<file path="src/etc_pkg.sv">
// Purpose: Constants and types shared by the event-driven transfer controller.
// Assumes: A 16-bit memory bus with byte addresses and a request held until acknowledged.
// Notes: Field positions of the mode words are fixed here and used by the controller.

package etc_pkg;

  localparam int NUM_SRC = 8;
  localparam logic [3:0] SRC_SOFTWARE = 4'h8;
  localparam logic [15:0] SW_VEC_BASE = 16'h0400;
  localparam logic [15:0] SRC_VEC_BASE = 16'h0420;
  localparam logic [7:0] VEC_PAGE = 8'h00;
  localparam logic [7:0] RAM_PAGE = 8'hff;
  localparam logic [2:0] SET_LAST_WORD = 3'h5;
  localparam logic [23:0] SET_BYTES = 24'h00_000c;

  localparam int MODE_A_SRC_POS = 6;
  localparam int MODE_A_DST_POS = 4;
  localparam int MODE_A_KIND_POS = 2;
  localparam int MODE_A_AREA_BIT = 1;
  localparam int MODE_A_WORD_BIT = 0;
  localparam int MODE_B_CHAIN_BIT = 7;
  localparam int MODE_B_EACH_BIT = 6;
  localparam int SW_ENABLE_BIT = 7;

  localparam logic [1:0] AM_INC = 2'h2;
  localparam logic [1:0] AM_DEC = 2'h3;
  localparam logic [1:0] MD_NORMAL = 2'h0;
  localparam logic [1:0] MD_REPEAT = 2'h1;
  localparam logic [1:0] MD_BLOCK = 2'h2;

  localparam logic [7:0] ENABLE_RST = 8'h00;
  localparam logic [7:0] SWVEC_RST = 8'h00;

  typedef enum logic [2:0] {
    ST_IDLE,
    ST_VEC,
    ST_FETCH,
    ST_READ,
    ST_WRITE,
    ST_BACK,
    ST_DONE
  } etc_state_type;

  typedef struct packed {
    logic [7:0] mode_word_a;
    logic [23:0] source_pointer;
    logic [7:0] mode_word_b;
    logic [23:0] destination_pointer;
    logic [15:0] count_word_a;
    logic [15:0] count_word_b;
  } etc_set_type;

  typedef struct packed {
    logic valid;
    logic write;
    logic byte_size;
    logic [23:0] addr;
    logic [15:0] wdata;
  } etc_mem_req_type;

  typedef struct packed {
    logic ack;
    logic [15:0] rdata;
  } etc_mem_rsp_type;

endpackage

</file>
<file path="src/etc_pair_buf.sv">
// Purpose: Small FIFO that holds data words between the read and write phases.
// Assumes: One clock, synchronous active-low reset.
// Notes: Depth two by default; full and empty are exact.
`timescale 1ns/10ps
`default_nettype none

module etc_pair_buf #(
  parameter int WIDTH = 16,
  parameter int DEPTH = 2
) (
  input wire logic clk_sys,
  input wire logic rst_n,
  input wire logic in_valid,
  output logic in_ready,
  input wire logic [WIDTH-1:0] in_data,
  output logic out_valid,
  input wire logic out_ready,
  output logic [WIDTH-1:0] out_data
);

  localparam int PW = $clog2(DEPTH);
  localparam logic [PW:0] FULL = DEPTH[PW:0];
  localparam logic [PW-1:0] LAST = PW'(DEPTH - 1);

  logic [WIDTH-1:0] mem_q [DEPTH];
  logic [WIDTH-1:0] mem_d [DEPTH];
  logic [PW-1:0] wp_q, wp_d, rp_q, rp_d;
  logic [PW:0] cnt_q, cnt_d;
  logic push, pop;

  assign in_ready = cnt_q != FULL;
  assign out_valid = cnt_q != '0;
  assign out_data = mem_q[rp_q];
  assign push = in_valid & in_ready;
  assign pop = out_valid & out_ready;

  always_comb begin
    mem_d = mem_q;
    wp_d = wp_q;
    rp_d = rp_q;
    cnt_d = cnt_q;
    if (push) begin
      mem_d[wp_q] = in_data;
      wp_d = (wp_q == LAST) ? '0 : wp_q + 1'b1;
    end
    if (pop) begin
      rp_d = (rp_q == LAST) ? '0 : rp_q + 1'b1;
    end
    if (push && !pop) begin
      cnt_d = cnt_q + 1'b1;
    end else if (pop && !push) begin
      cnt_d = cnt_q - 1'b1;
    end
  end

  always_ff @(posedge clk_sys) begin
    if (!rst_n) begin
      wp_q <= '0;
      rp_q <= '0;
      cnt_q <= '0;
      for (int i = 0; i < DEPTH; i++) begin
        mem_q[i] <= '0;
      end
    end else begin
      wp_q <= wp_d;
      rp_q <= rp_d;
      cnt_q <= cnt_d;
      mem_q <= mem_d;
    end
  end

endmodule

`default_nettype wire

</file>
<file path="src/etc_transfer_controller.sv">
// Purpose: Event-driven transfer controller that moves data using register sets kept in memory.
// Assumes: Peripheral request flags come from logic on the same clock; memory holds each
// Assumes: request until it acknowledges, with read data valid in the acknowledge cycle.
// Notes: Software source outranks all interrupt sources; lower source index outranks higher.
`timescale 1ns/10ps
`default_nettype none

module etc_transfer_controller (
  input wire logic clk_sys,
  input wire logic rst_n,
  input wire logic [etc_pkg::NUM_SRC-1:0] irq_req,
  input wire logic enable_wr,
  input wire logic [etc_pkg::NUM_SRC-1:0] enable_wdata,
  output logic [etc_pkg::NUM_SRC-1:0] per_source_enable_bits,
  input wire logic swvec_wr,
  input wire logic [7:0] swvec_wdata,
  output logic [7:0] software_vector_register,
  output logic [etc_pkg::NUM_SRC-1:0] cpu_irq_route,
  output logic sw_cpu_irq,
  output logic [etc_pkg::NUM_SRC-1:0] src_flag_clear,
  output logic busy,
  output etc_pkg::etc_mem_req_type mem_req,
  input wire etc_pkg::etc_mem_rsp_type mem_rsp
);

  function automatic logic [23:0] step_addr(input logic [23:0] a, input logic [1:0] am,
                                            input logic word);
    logic [23:0] s;
    s = word ? 24'h00_0002 : 24'h00_0001;
    if (am == etc_pkg::AM_INC) begin
      step_addr = a + s;
    end else if (am == etc_pkg::AM_DEC) begin
      step_addr = a - s;
    end else begin
      step_addr = a;
    end
  endfunction

  function automatic logic [23:0] back_addr(input logic [23:0] a, input logic [1:0] am,
                                            input logic [7:0] n, input logic word);
    logic [23:0] off;
    off = {15'h0000, (n == 8'h00), n} << word;
    if (am == etc_pkg::AM_INC) begin
      back_addr = a - off;
    end else if (am == etc_pkg::AM_DEC) begin
      back_addr = a + off;
    end else begin
      back_addr = a;
    end
  endfunction

  etc_pkg::etc_state_type state_q, state_d;
  logic [5:0][15:0] words_q, words_d;
  logic [2:0] idx_q, idx_d;
  logic [23:0] base_q, base_d;
  logic [23:0] vec_q, vec_d;
  logic [3:0] src_q, src_d;
  logic first_q, first_d;
  logic each_q, each_d;
  logic ended_q, ended_d;
  logic swpend_q, swpend_d;
  logic [etc_pkg::NUM_SRC-1:0] en_q, en_d;
  logic [7:0] swv_q, swv_d;
  logic [etc_pkg::NUM_SRC-1:0] route_q, route_d;
  logic swirq_q, swirq_d;
  logic [etc_pkg::NUM_SRC-1:0] fclr_q, fclr_d;

  logic buf_in_valid, buf_in_ready, buf_out_valid, buf_out_ready;
  logic [15:0] buf_out_data;

  etc_pkg::etc_set_type cur;
  etc_pkg::etc_set_type nxt;
  logic [1:0] sm, dm, md;
  logic dts, word, chain;
  logic [etc_pkg::NUM_SRC-1:0] pending;
  logic [23:0] word_addr;

  assign cur = words_q;
  assign sm = cur.mode_word_a[etc_pkg::MODE_A_SRC_POS +: 2];
  assign dm = cur.mode_word_a[etc_pkg::MODE_A_DST_POS +: 2];
  assign md = cur.mode_word_a[etc_pkg::MODE_A_KIND_POS +: 2];
  assign dts = cur.mode_word_a[etc_pkg::MODE_A_AREA_BIT];
  assign word = cur.mode_word_a[etc_pkg::MODE_A_WORD_BIT];
  assign chain = cur.mode_word_b[etc_pkg::MODE_B_CHAIN_BIT];
  assign word_addr = base_q + {20'h0_0000, idx_q, 1'b0};
  // Enabled sources start regardless of CPU mask or interrupt priority.
  assign pending = irq_req & en_q;

  assign per_source_enable_bits = en_q;
  assign software_vector_register = swv_q;
  assign cpu_irq_route = route_q;
  assign sw_cpu_irq = swirq_q;
  assign src_flag_clear = fclr_q;
  assign busy = state_q != etc_pkg::ST_IDLE;

  etc_pair_buf #(
    .WIDTH(16),
    .DEPTH(2)
  ) u_buf (
    .clk_sys(clk_sys),
    .rst_n(rst_n),
    .in_valid(buf_in_valid),
    .in_ready(buf_in_ready),
    .in_data(mem_rsp.rdata),
    .out_valid(buf_out_valid),
    .out_ready(buf_out_ready),
    .out_data(buf_out_data)
  );

  always_comb begin
    state_d = state_q;
    words_d = words_q;
    idx_d = idx_q;
    base_d = base_q;
    vec_d = vec_q;
    src_d = src_q;
    first_d = first_q;
    each_d = each_q;
    ended_d = ended_q;
    swpend_d = swpend_q;
    en_d = en_q;
    swv_d = swv_q;
    swirq_d = 1'b0;
    fclr_d = '0;
    nxt = cur;
    mem_req = '0;
    buf_in_valid = 1'b0;
    buf_out_ready = 1'b0;
    route_d = irq_req & ~en_q;
    unique case (state_q)
      etc_pkg::ST_IDLE: begin
        first_d = 1'b1;
        if (swpend_q) begin
          swpend_d = 1'b0;
          src_d = etc_pkg::SRC_SOFTWARE;
          vec_d = {etc_pkg::VEC_PAGE, etc_pkg::SW_VEC_BASE + {8'h00, swv_q[6:0], 1'b0}};
          state_d = etc_pkg::ST_VEC;
        end else if (|pending) begin
          for (int i = etc_pkg::NUM_SRC - 1; i >= 0; i--) begin
            if (pending[i]) begin
              src_d = 4'(i);
            end
          end
          vec_d = {etc_pkg::VEC_PAGE, etc_pkg::SRC_VEC_BASE + {11'h000, src_d, 1'b0}};
          state_d = etc_pkg::ST_VEC;
        end
      end
      etc_pkg::ST_VEC: begin
        mem_req.valid = 1'b1;
        mem_req.addr = vec_q;
        if (mem_rsp.ack) begin
          base_d = {etc_pkg::RAM_PAGE, mem_rsp.rdata};
          idx_d = '0;
          state_d = etc_pkg::ST_FETCH;
        end
      end
      etc_pkg::ST_FETCH: begin
        mem_req.valid = 1'b1;
        mem_req.addr = word_addr;
        if (mem_rsp.ack) begin
          words_d[3'(etc_pkg::SET_LAST_WORD - idx_q)] = mem_rsp.rdata;
          idx_d = idx_q + 1'b1;
          if (idx_q == etc_pkg::SET_LAST_WORD) begin
            idx_d = '0;
            state_d = etc_pkg::ST_READ;
          end
        end
      end
      etc_pkg::ST_READ: begin
        mem_req.valid = buf_in_ready;
        mem_req.byte_size = !word;
        mem_req.addr = cur.source_pointer;
        if (buf_in_ready && mem_rsp.ack) begin
          buf_in_valid = 1'b1;
          state_d = etc_pkg::ST_WRITE;
        end
      end
      etc_pkg::ST_WRITE: begin
        mem_req.valid = buf_out_valid;
        mem_req.write = 1'b1;
        mem_req.byte_size = !word;
        mem_req.addr = cur.destination_pointer;
        mem_req.wdata = buf_out_data;
        if (buf_out_valid && mem_rsp.ack) begin
          buf_out_ready = 1'b1;
          nxt.source_pointer = step_addr(cur.source_pointer, sm, word);
          nxt.destination_pointer = step_addr(cur.destination_pointer, dm, word);
          nxt.count_word_a[7:0] = cur.count_word_a[7:0] - 8'h01;
          state_d = etc_pkg::ST_BACK;
          if (md == etc_pkg::MD_NORMAL || md == 2'h3) begin
            nxt.count_word_a = cur.count_word_a - 16'h0001;
            ended_d = nxt.count_word_a == 16'h0000;
          end else if (cur.count_word_a[7:0] == 8'h01) begin
            nxt.count_word_a[7:0] = cur.count_word_a[15:8];
            if (dts) begin
              nxt.source_pointer = back_addr(nxt.source_pointer, sm,
                                             cur.count_word_a[15:8], word);
            end else begin
              nxt.destination_pointer = back_addr(nxt.destination_pointer, dm,
                                                  cur.count_word_a[15:8], word);
            end
            ended_d = 1'b0;
            if (md == etc_pkg::MD_BLOCK) begin
              nxt.count_word_b = cur.count_word_b - 16'h0001;
              ended_d = nxt.count_word_b == 16'h0000;
            end
          end else begin
            ended_d = 1'b0;
            if (md == etc_pkg::MD_BLOCK) begin
              state_d = etc_pkg::ST_READ;
            end
          end
          if (!first_q) begin
            ended_d = ended_q;
          end
          each_d = first_q ? cur.mode_word_b[etc_pkg::MODE_B_EACH_BIT] : each_q;
          words_d = nxt;
          idx_d = '0;
        end
      end
      etc_pkg::ST_BACK: begin
        mem_req.valid = 1'b1;
        mem_req.write = 1'b1;
        mem_req.addr = word_addr;
        mem_req.wdata = words_q[3'(etc_pkg::SET_LAST_WORD - idx_q)];
        if (mem_rsp.ack) begin
          idx_d = idx_q + 1'b1;
          if (idx_q == etc_pkg::SET_LAST_WORD) begin
            idx_d = '0;
            if (chain) begin
              base_d = base_q + etc_pkg::SET_BYTES;
              first_d = 1'b0;
              state_d = etc_pkg::ST_FETCH;
            end else begin
              state_d = etc_pkg::ST_DONE;
              if (src_q == etc_pkg::SRC_SOFTWARE) begin
                if (!each_q && !ended_q) begin
                  swv_d[etc_pkg::SW_ENABLE_BIT] = 1'b0;
                end else begin
                  swirq_d = 1'b1;
                end
              end else if (!each_q && !ended_q) begin
                fclr_d[src_q[2:0]] = 1'b1;
              end else begin
                en_d[src_q[2:0]] = 1'b0;
              end
            end
          end
        end
      end
      etc_pkg::ST_DONE: begin
        state_d = etc_pkg::ST_IDLE;
      end
    endcase
    if (enable_wr) begin
      en_d = enable_wdata;
    end
    if (swvec_wr) begin
      swv_d = swvec_wdata;
      if (swvec_wdata[etc_pkg::SW_ENABLE_BIT]) begin
        swpend_d = 1'b1;
      end
    end
  end

  always_ff @(posedge clk_sys) begin
    if (!rst_n) begin
      state_q <= etc_pkg::ST_IDLE;
      words_q <= '0;
      idx_q <= '0;
      base_q <= '0;
      vec_q <= '0;
      src_q <= '0;
      first_q <= 1'b1;
      each_q <= 1'b0;
      ended_q <= 1'b0;
      swpend_q <= 1'b0;
      en_q <= etc_pkg::ENABLE_RST;
      swv_q <= etc_pkg::SWVEC_RST;
      route_q <= '0;
      swirq_q <= 1'b0;
      fclr_q <= '0;
    end else begin
      state_q <= state_d;
      words_q <= words_d;
      idx_q <= idx_d;
      base_q <= base_d;
      vec_q <= vec_d;
      src_q <= src_d;
      first_q <= first_d;
      each_q <= each_d;
      ended_q <= ended_d;
      swpend_q <= swpend_d;
      en_q <= en_d;
      swv_q <= swv_d;
      route_q <= route_d;
      swirq_q <= swirq_d;
      fclr_q <= fclr_d;
    end
  end

endmodule

`default_nettype wire

</file>
<file path="config.mk">
export PLATFORM = sky130hd
export DESIGN_NAME = etc_transfer_controller
export DESIGN_NICKNAME = d
export VERILOG_FILES = /design/src/etc_pkg.sv /design/src/etc_pair_buf.sv /design/src/etc_transfer_controller.sv
export SDC_FILE = /design/constraint.sdc
export NUM_CORES = 1
export LEC_CHECK = 0
export BUFFER_PORTS_ARGS = -buffer_cell sky130_fd_sc_hd__buf_2
export CAP_MARGIN = 20
export CORE_ASPECT_RATIO = 1.1
export CORE_MARGIN = 2
export CORE_UTILIZATION = 25
export CTS_CLUSTER_DIAMETER = 120
export DETAILED_ROUTE_END_ITERATION = 8
export PLACE_DENSITY = 0.5
export REMOVE_ABC_BUFFERS = 1
export SETUP_SLACK_MARGIN = 0.2
export SYNTH_ARGS = -nofsm -noshare
export SYNTH_HDL_FRONTEND = slang
export SYNTH_SLANG_ARGS = --single-unit
</file>
<file path="constraint.sdc">
create_clock -name clk_sys -period 13.15 [get_ports clk_sys]
set_input_delay 0.6575 -clock clk_sys [delete_from_list [all_inputs] [get_ports clk_sys]]
set_output_delay 0.6575 -clock clk_sys [all_outputs]
set_load 0.005 [all_outputs]
</file>
==> impl_metrics.tcl <==
set metrics [dict create \
    layout-area-overhead-vs-synth_pct 13.2 \
    cp_data_arrival_time_ps 6090 \
    dr.pass1.iters 6 \
    port_buffers 121 \
    path_delay_family "compound AO/OA/AOI/OAI gates" \
    cts-resized-gates 0 \
    routed-wl-met2_um 34800 \
    worstMarginPinSlew_ps 1090 \
    gr-total-overflow 0 \
    whs_ps 307 \
    drv_slew 0 \
    cts_buffers 26 \
    tritoncts "yes" \
    ant_nets 0 \
    synth_enable_flop_cells 0 \
    initial_core_util 0.253 \
    dieArea_um2 70700 \
    cp_num_cells 18 \
    async_reset_ff_frac 0 \
    wl_met3_um 5640 \
    leakagePower_nw 6.89 \
    required_ps 13570 \
    drt_iter0_markers 2052 \
    r2r_cells 18 \
    ys_warn_count 0 \
    synth.distinct_cells 93 \
    setup_viol 0 \
    whs_path_depth 3 \
    max_cap_violations 0 \
    wirelength_um 76300 \
    grt_pass1_wl_um 113000 \
    ys_seq_area_frac 0.246 \
    hold_viol 0 \
    post_synth.cell_area_avg_um2 7.33 \
    fmax_mhz 176 \
    vias_per_cell 5.66 \
    rows 100 \
    io_pins 122 \
    clock-sinks 211 \
    clkTransAtPathRegs_ps 60 \
    antenna_found_initial 2 \
    slew_headroom 0.269 \
    clock_path_buffers 3 \
    cp_cell_sequence "inv_1, ha_1, inv_1, fa_1, or3b_2, nor2_1, a41o_1, xor2_1, ha_1, inv_1, a21o_1, a21oi_1, o21ai_0, a31oi_1, o21ai_0, a221oi_4, nor4_1, or3_1" \
    htree_levels 1 \
    fin_util 0.286 \
    die_y_um 279 \
    netlist_area_um2 17100 \
    place_area_um2 18400 \
    synth_seq_cells 211 \
    cts_hold_buf 0 \
    dp_hpwl_um 56600 \
    powerDensity_nw_per_um2 110 \
    hp-class "primary input to register" \
    design.core.area_um2 67800 \
    setup_tns_ps 0 \
    grt_max_degree 77 \
    post_cts.repair.setup_buffers 0 \
    drive_above_1_share 0.113 \
    critical_path_buf_inv_count 3 \
    grt_pass1_vias 17363 \
    m1WireLength_um 31900 \
    nNetsFinal 2458 \
    synth_ff_type "dfxtp_1" \
    vias 18573 \
    path_max_fanout 19 \
    critPathKind "register to register" \
    dp_cells 3226 \
    slowest_delay_ps 510 \
    period_needed_ps 5670 \
    rsz0062_at_grt "no" \
    ir_drop_v 0.0000896 \
    grt_usage 0.209 \
    gp_congestion 0.924 \
    syn-instance-count 2337 \
    outcome "complete, no violations" \
    root_buffer "clkbuf_16" \
    crit_top_cell "inv_1" \
    top_layer_used "met5" \
    critPathLaunchType "register" \
    design_area_um2 19400 \
    finalNonFillerCells 3280 \
    die_w_um 254 \
    endpoint_kind "register" \
    drc 0 \
    period_share 0.431 \
    avgRoutedWirePerCell_um 23.3 \
    fill_cells 7457 \
    clkLatencyLatePin_ps 590 \
    finClkSkew_ps 48.3 \
    cp_slowest_cell "inv_1" \
]
## sequential cells by signal, summed over array words and instances (netlist names), 2 cells and up
signal / flops
base_q: 24
cpu_irq_route: 8
cur: 95
idx_q: 3
per_source_enable_bits: 8
software_vector_register: 8
src_flag_clear: 8
src_q: 4
state_q: 3
u_buf.cnt_q: 2
u_buf.mem_q: 32
vec_q: 8
## synthesized netlist by cell type (31+ instances only)
library cell	count	area, µm²
a21oi_1	225	1130
xor2_1	40	350
a31oi_1	38	238
inv_1	78	293
ha_1	63	788
a22oi_1	46	345
nand2_1	276	1040
and3_1	31	194
nand3_1	68	340
o211ai_1	32	240
dfxtp_1	211	4220
nor2_1	215	807
nor3_1	76	380
o21ai_0	138	691
clkbuf_1	148	556
nand4_1	45	282
mux2i_1	48	480
xnor2_1	81	709
## worst min-delay path: cells and delay by family
family                 cells  cell delay (ps)
AO/OA/AOI/OAI              1               50
buffers and inverters      1               80
AND/OR/NAND/NOR            1               70
## final timing paths
path / from / to / slack [ps]
max: cur[88] / cur[51] / 7480
max reg2reg: cur[88] / cur[51] / 7480
min reg2reg: u_buf.mem_q[2] / u_buf.mem_q[2] / 460
min: enable_wdata[0] / per_source_enable_bits[0] / 310
## placed cells by master (no fill, tap or decap), drive strengths merged, types with 25 or more instances in the layout
cell type	n
a21oi	225
a22oi	46
a31oi	38
and3	32
buf	155
clkbuf	34
dfxtp	211
ha	63
inv	78
mux2i	48
nand2	276
nand3	68
nand4	45
nor2	215
nor3	78
nor4	25
o211ai	32
o21ai	142
or3	29
xnor2	81
xor2	40
## metal layers
| metal | vias up | GRT usage |
|---|---|---|
| li1 | 8520 | - |
| met1 | 9007 | 0.274 |
| met2 | 877 | 0.338 |
| met3 | 167 | 0.0300 |
| met4 | 2 | 0.0976 |
| met5 | - | 0 |
## cell type report
class / count / area, µm² / share of cell area
multi-input combinational: 1868 / 11900 / 0.614
sequential: 211 / 4230 / 0.218
tap: 918 / 1150 / 0.0592
timing repair buffer: 156 / 870 / 0.0448
clock buffer: 33 / 717 / 0.0370
inverter: 78 / 295 / 0.0152
clock inverter: 15 / 224 / 0.0115
antenna: 1 / 2.50 / 0.000129
## where the power goes
part | switching (mW) | total (mW) | internal [mW] | leakage (nW)
clock network | 0.316 | 0.801 | 0.485 | 0.458
registers | 0.0846 | 0.767 | 0.683 | 1.71
logic | 0.370 | 0.558 | 0.188 | 4.72
## kinds of logic (layout without fill, tap and decap cells)
kind of cell,after synthesis,in the layout,synth area share
compound gates,697,697,0.259
xor+xnor,121,121,0.0618
fa+ha+maj,72,72,0.0565
buf+inv,258,282,0.0587
flops,211,211,0.246
mux,79,79,0.0604
other cells,0,1,0
simple gates,899,899,0.257
## through the flow
step           total power [mW]  setup WS [ps]
3_5_place_dp               1.32           7600
2_1_floorplan              1.09           8610
3_3_place_gp               1.32           7770
6_report                   2.13           7480
4_1_cts                    2.13           7560
5_1_grt                    2.22           7110
Note: power is estimated with default switching activity, not from simulation.
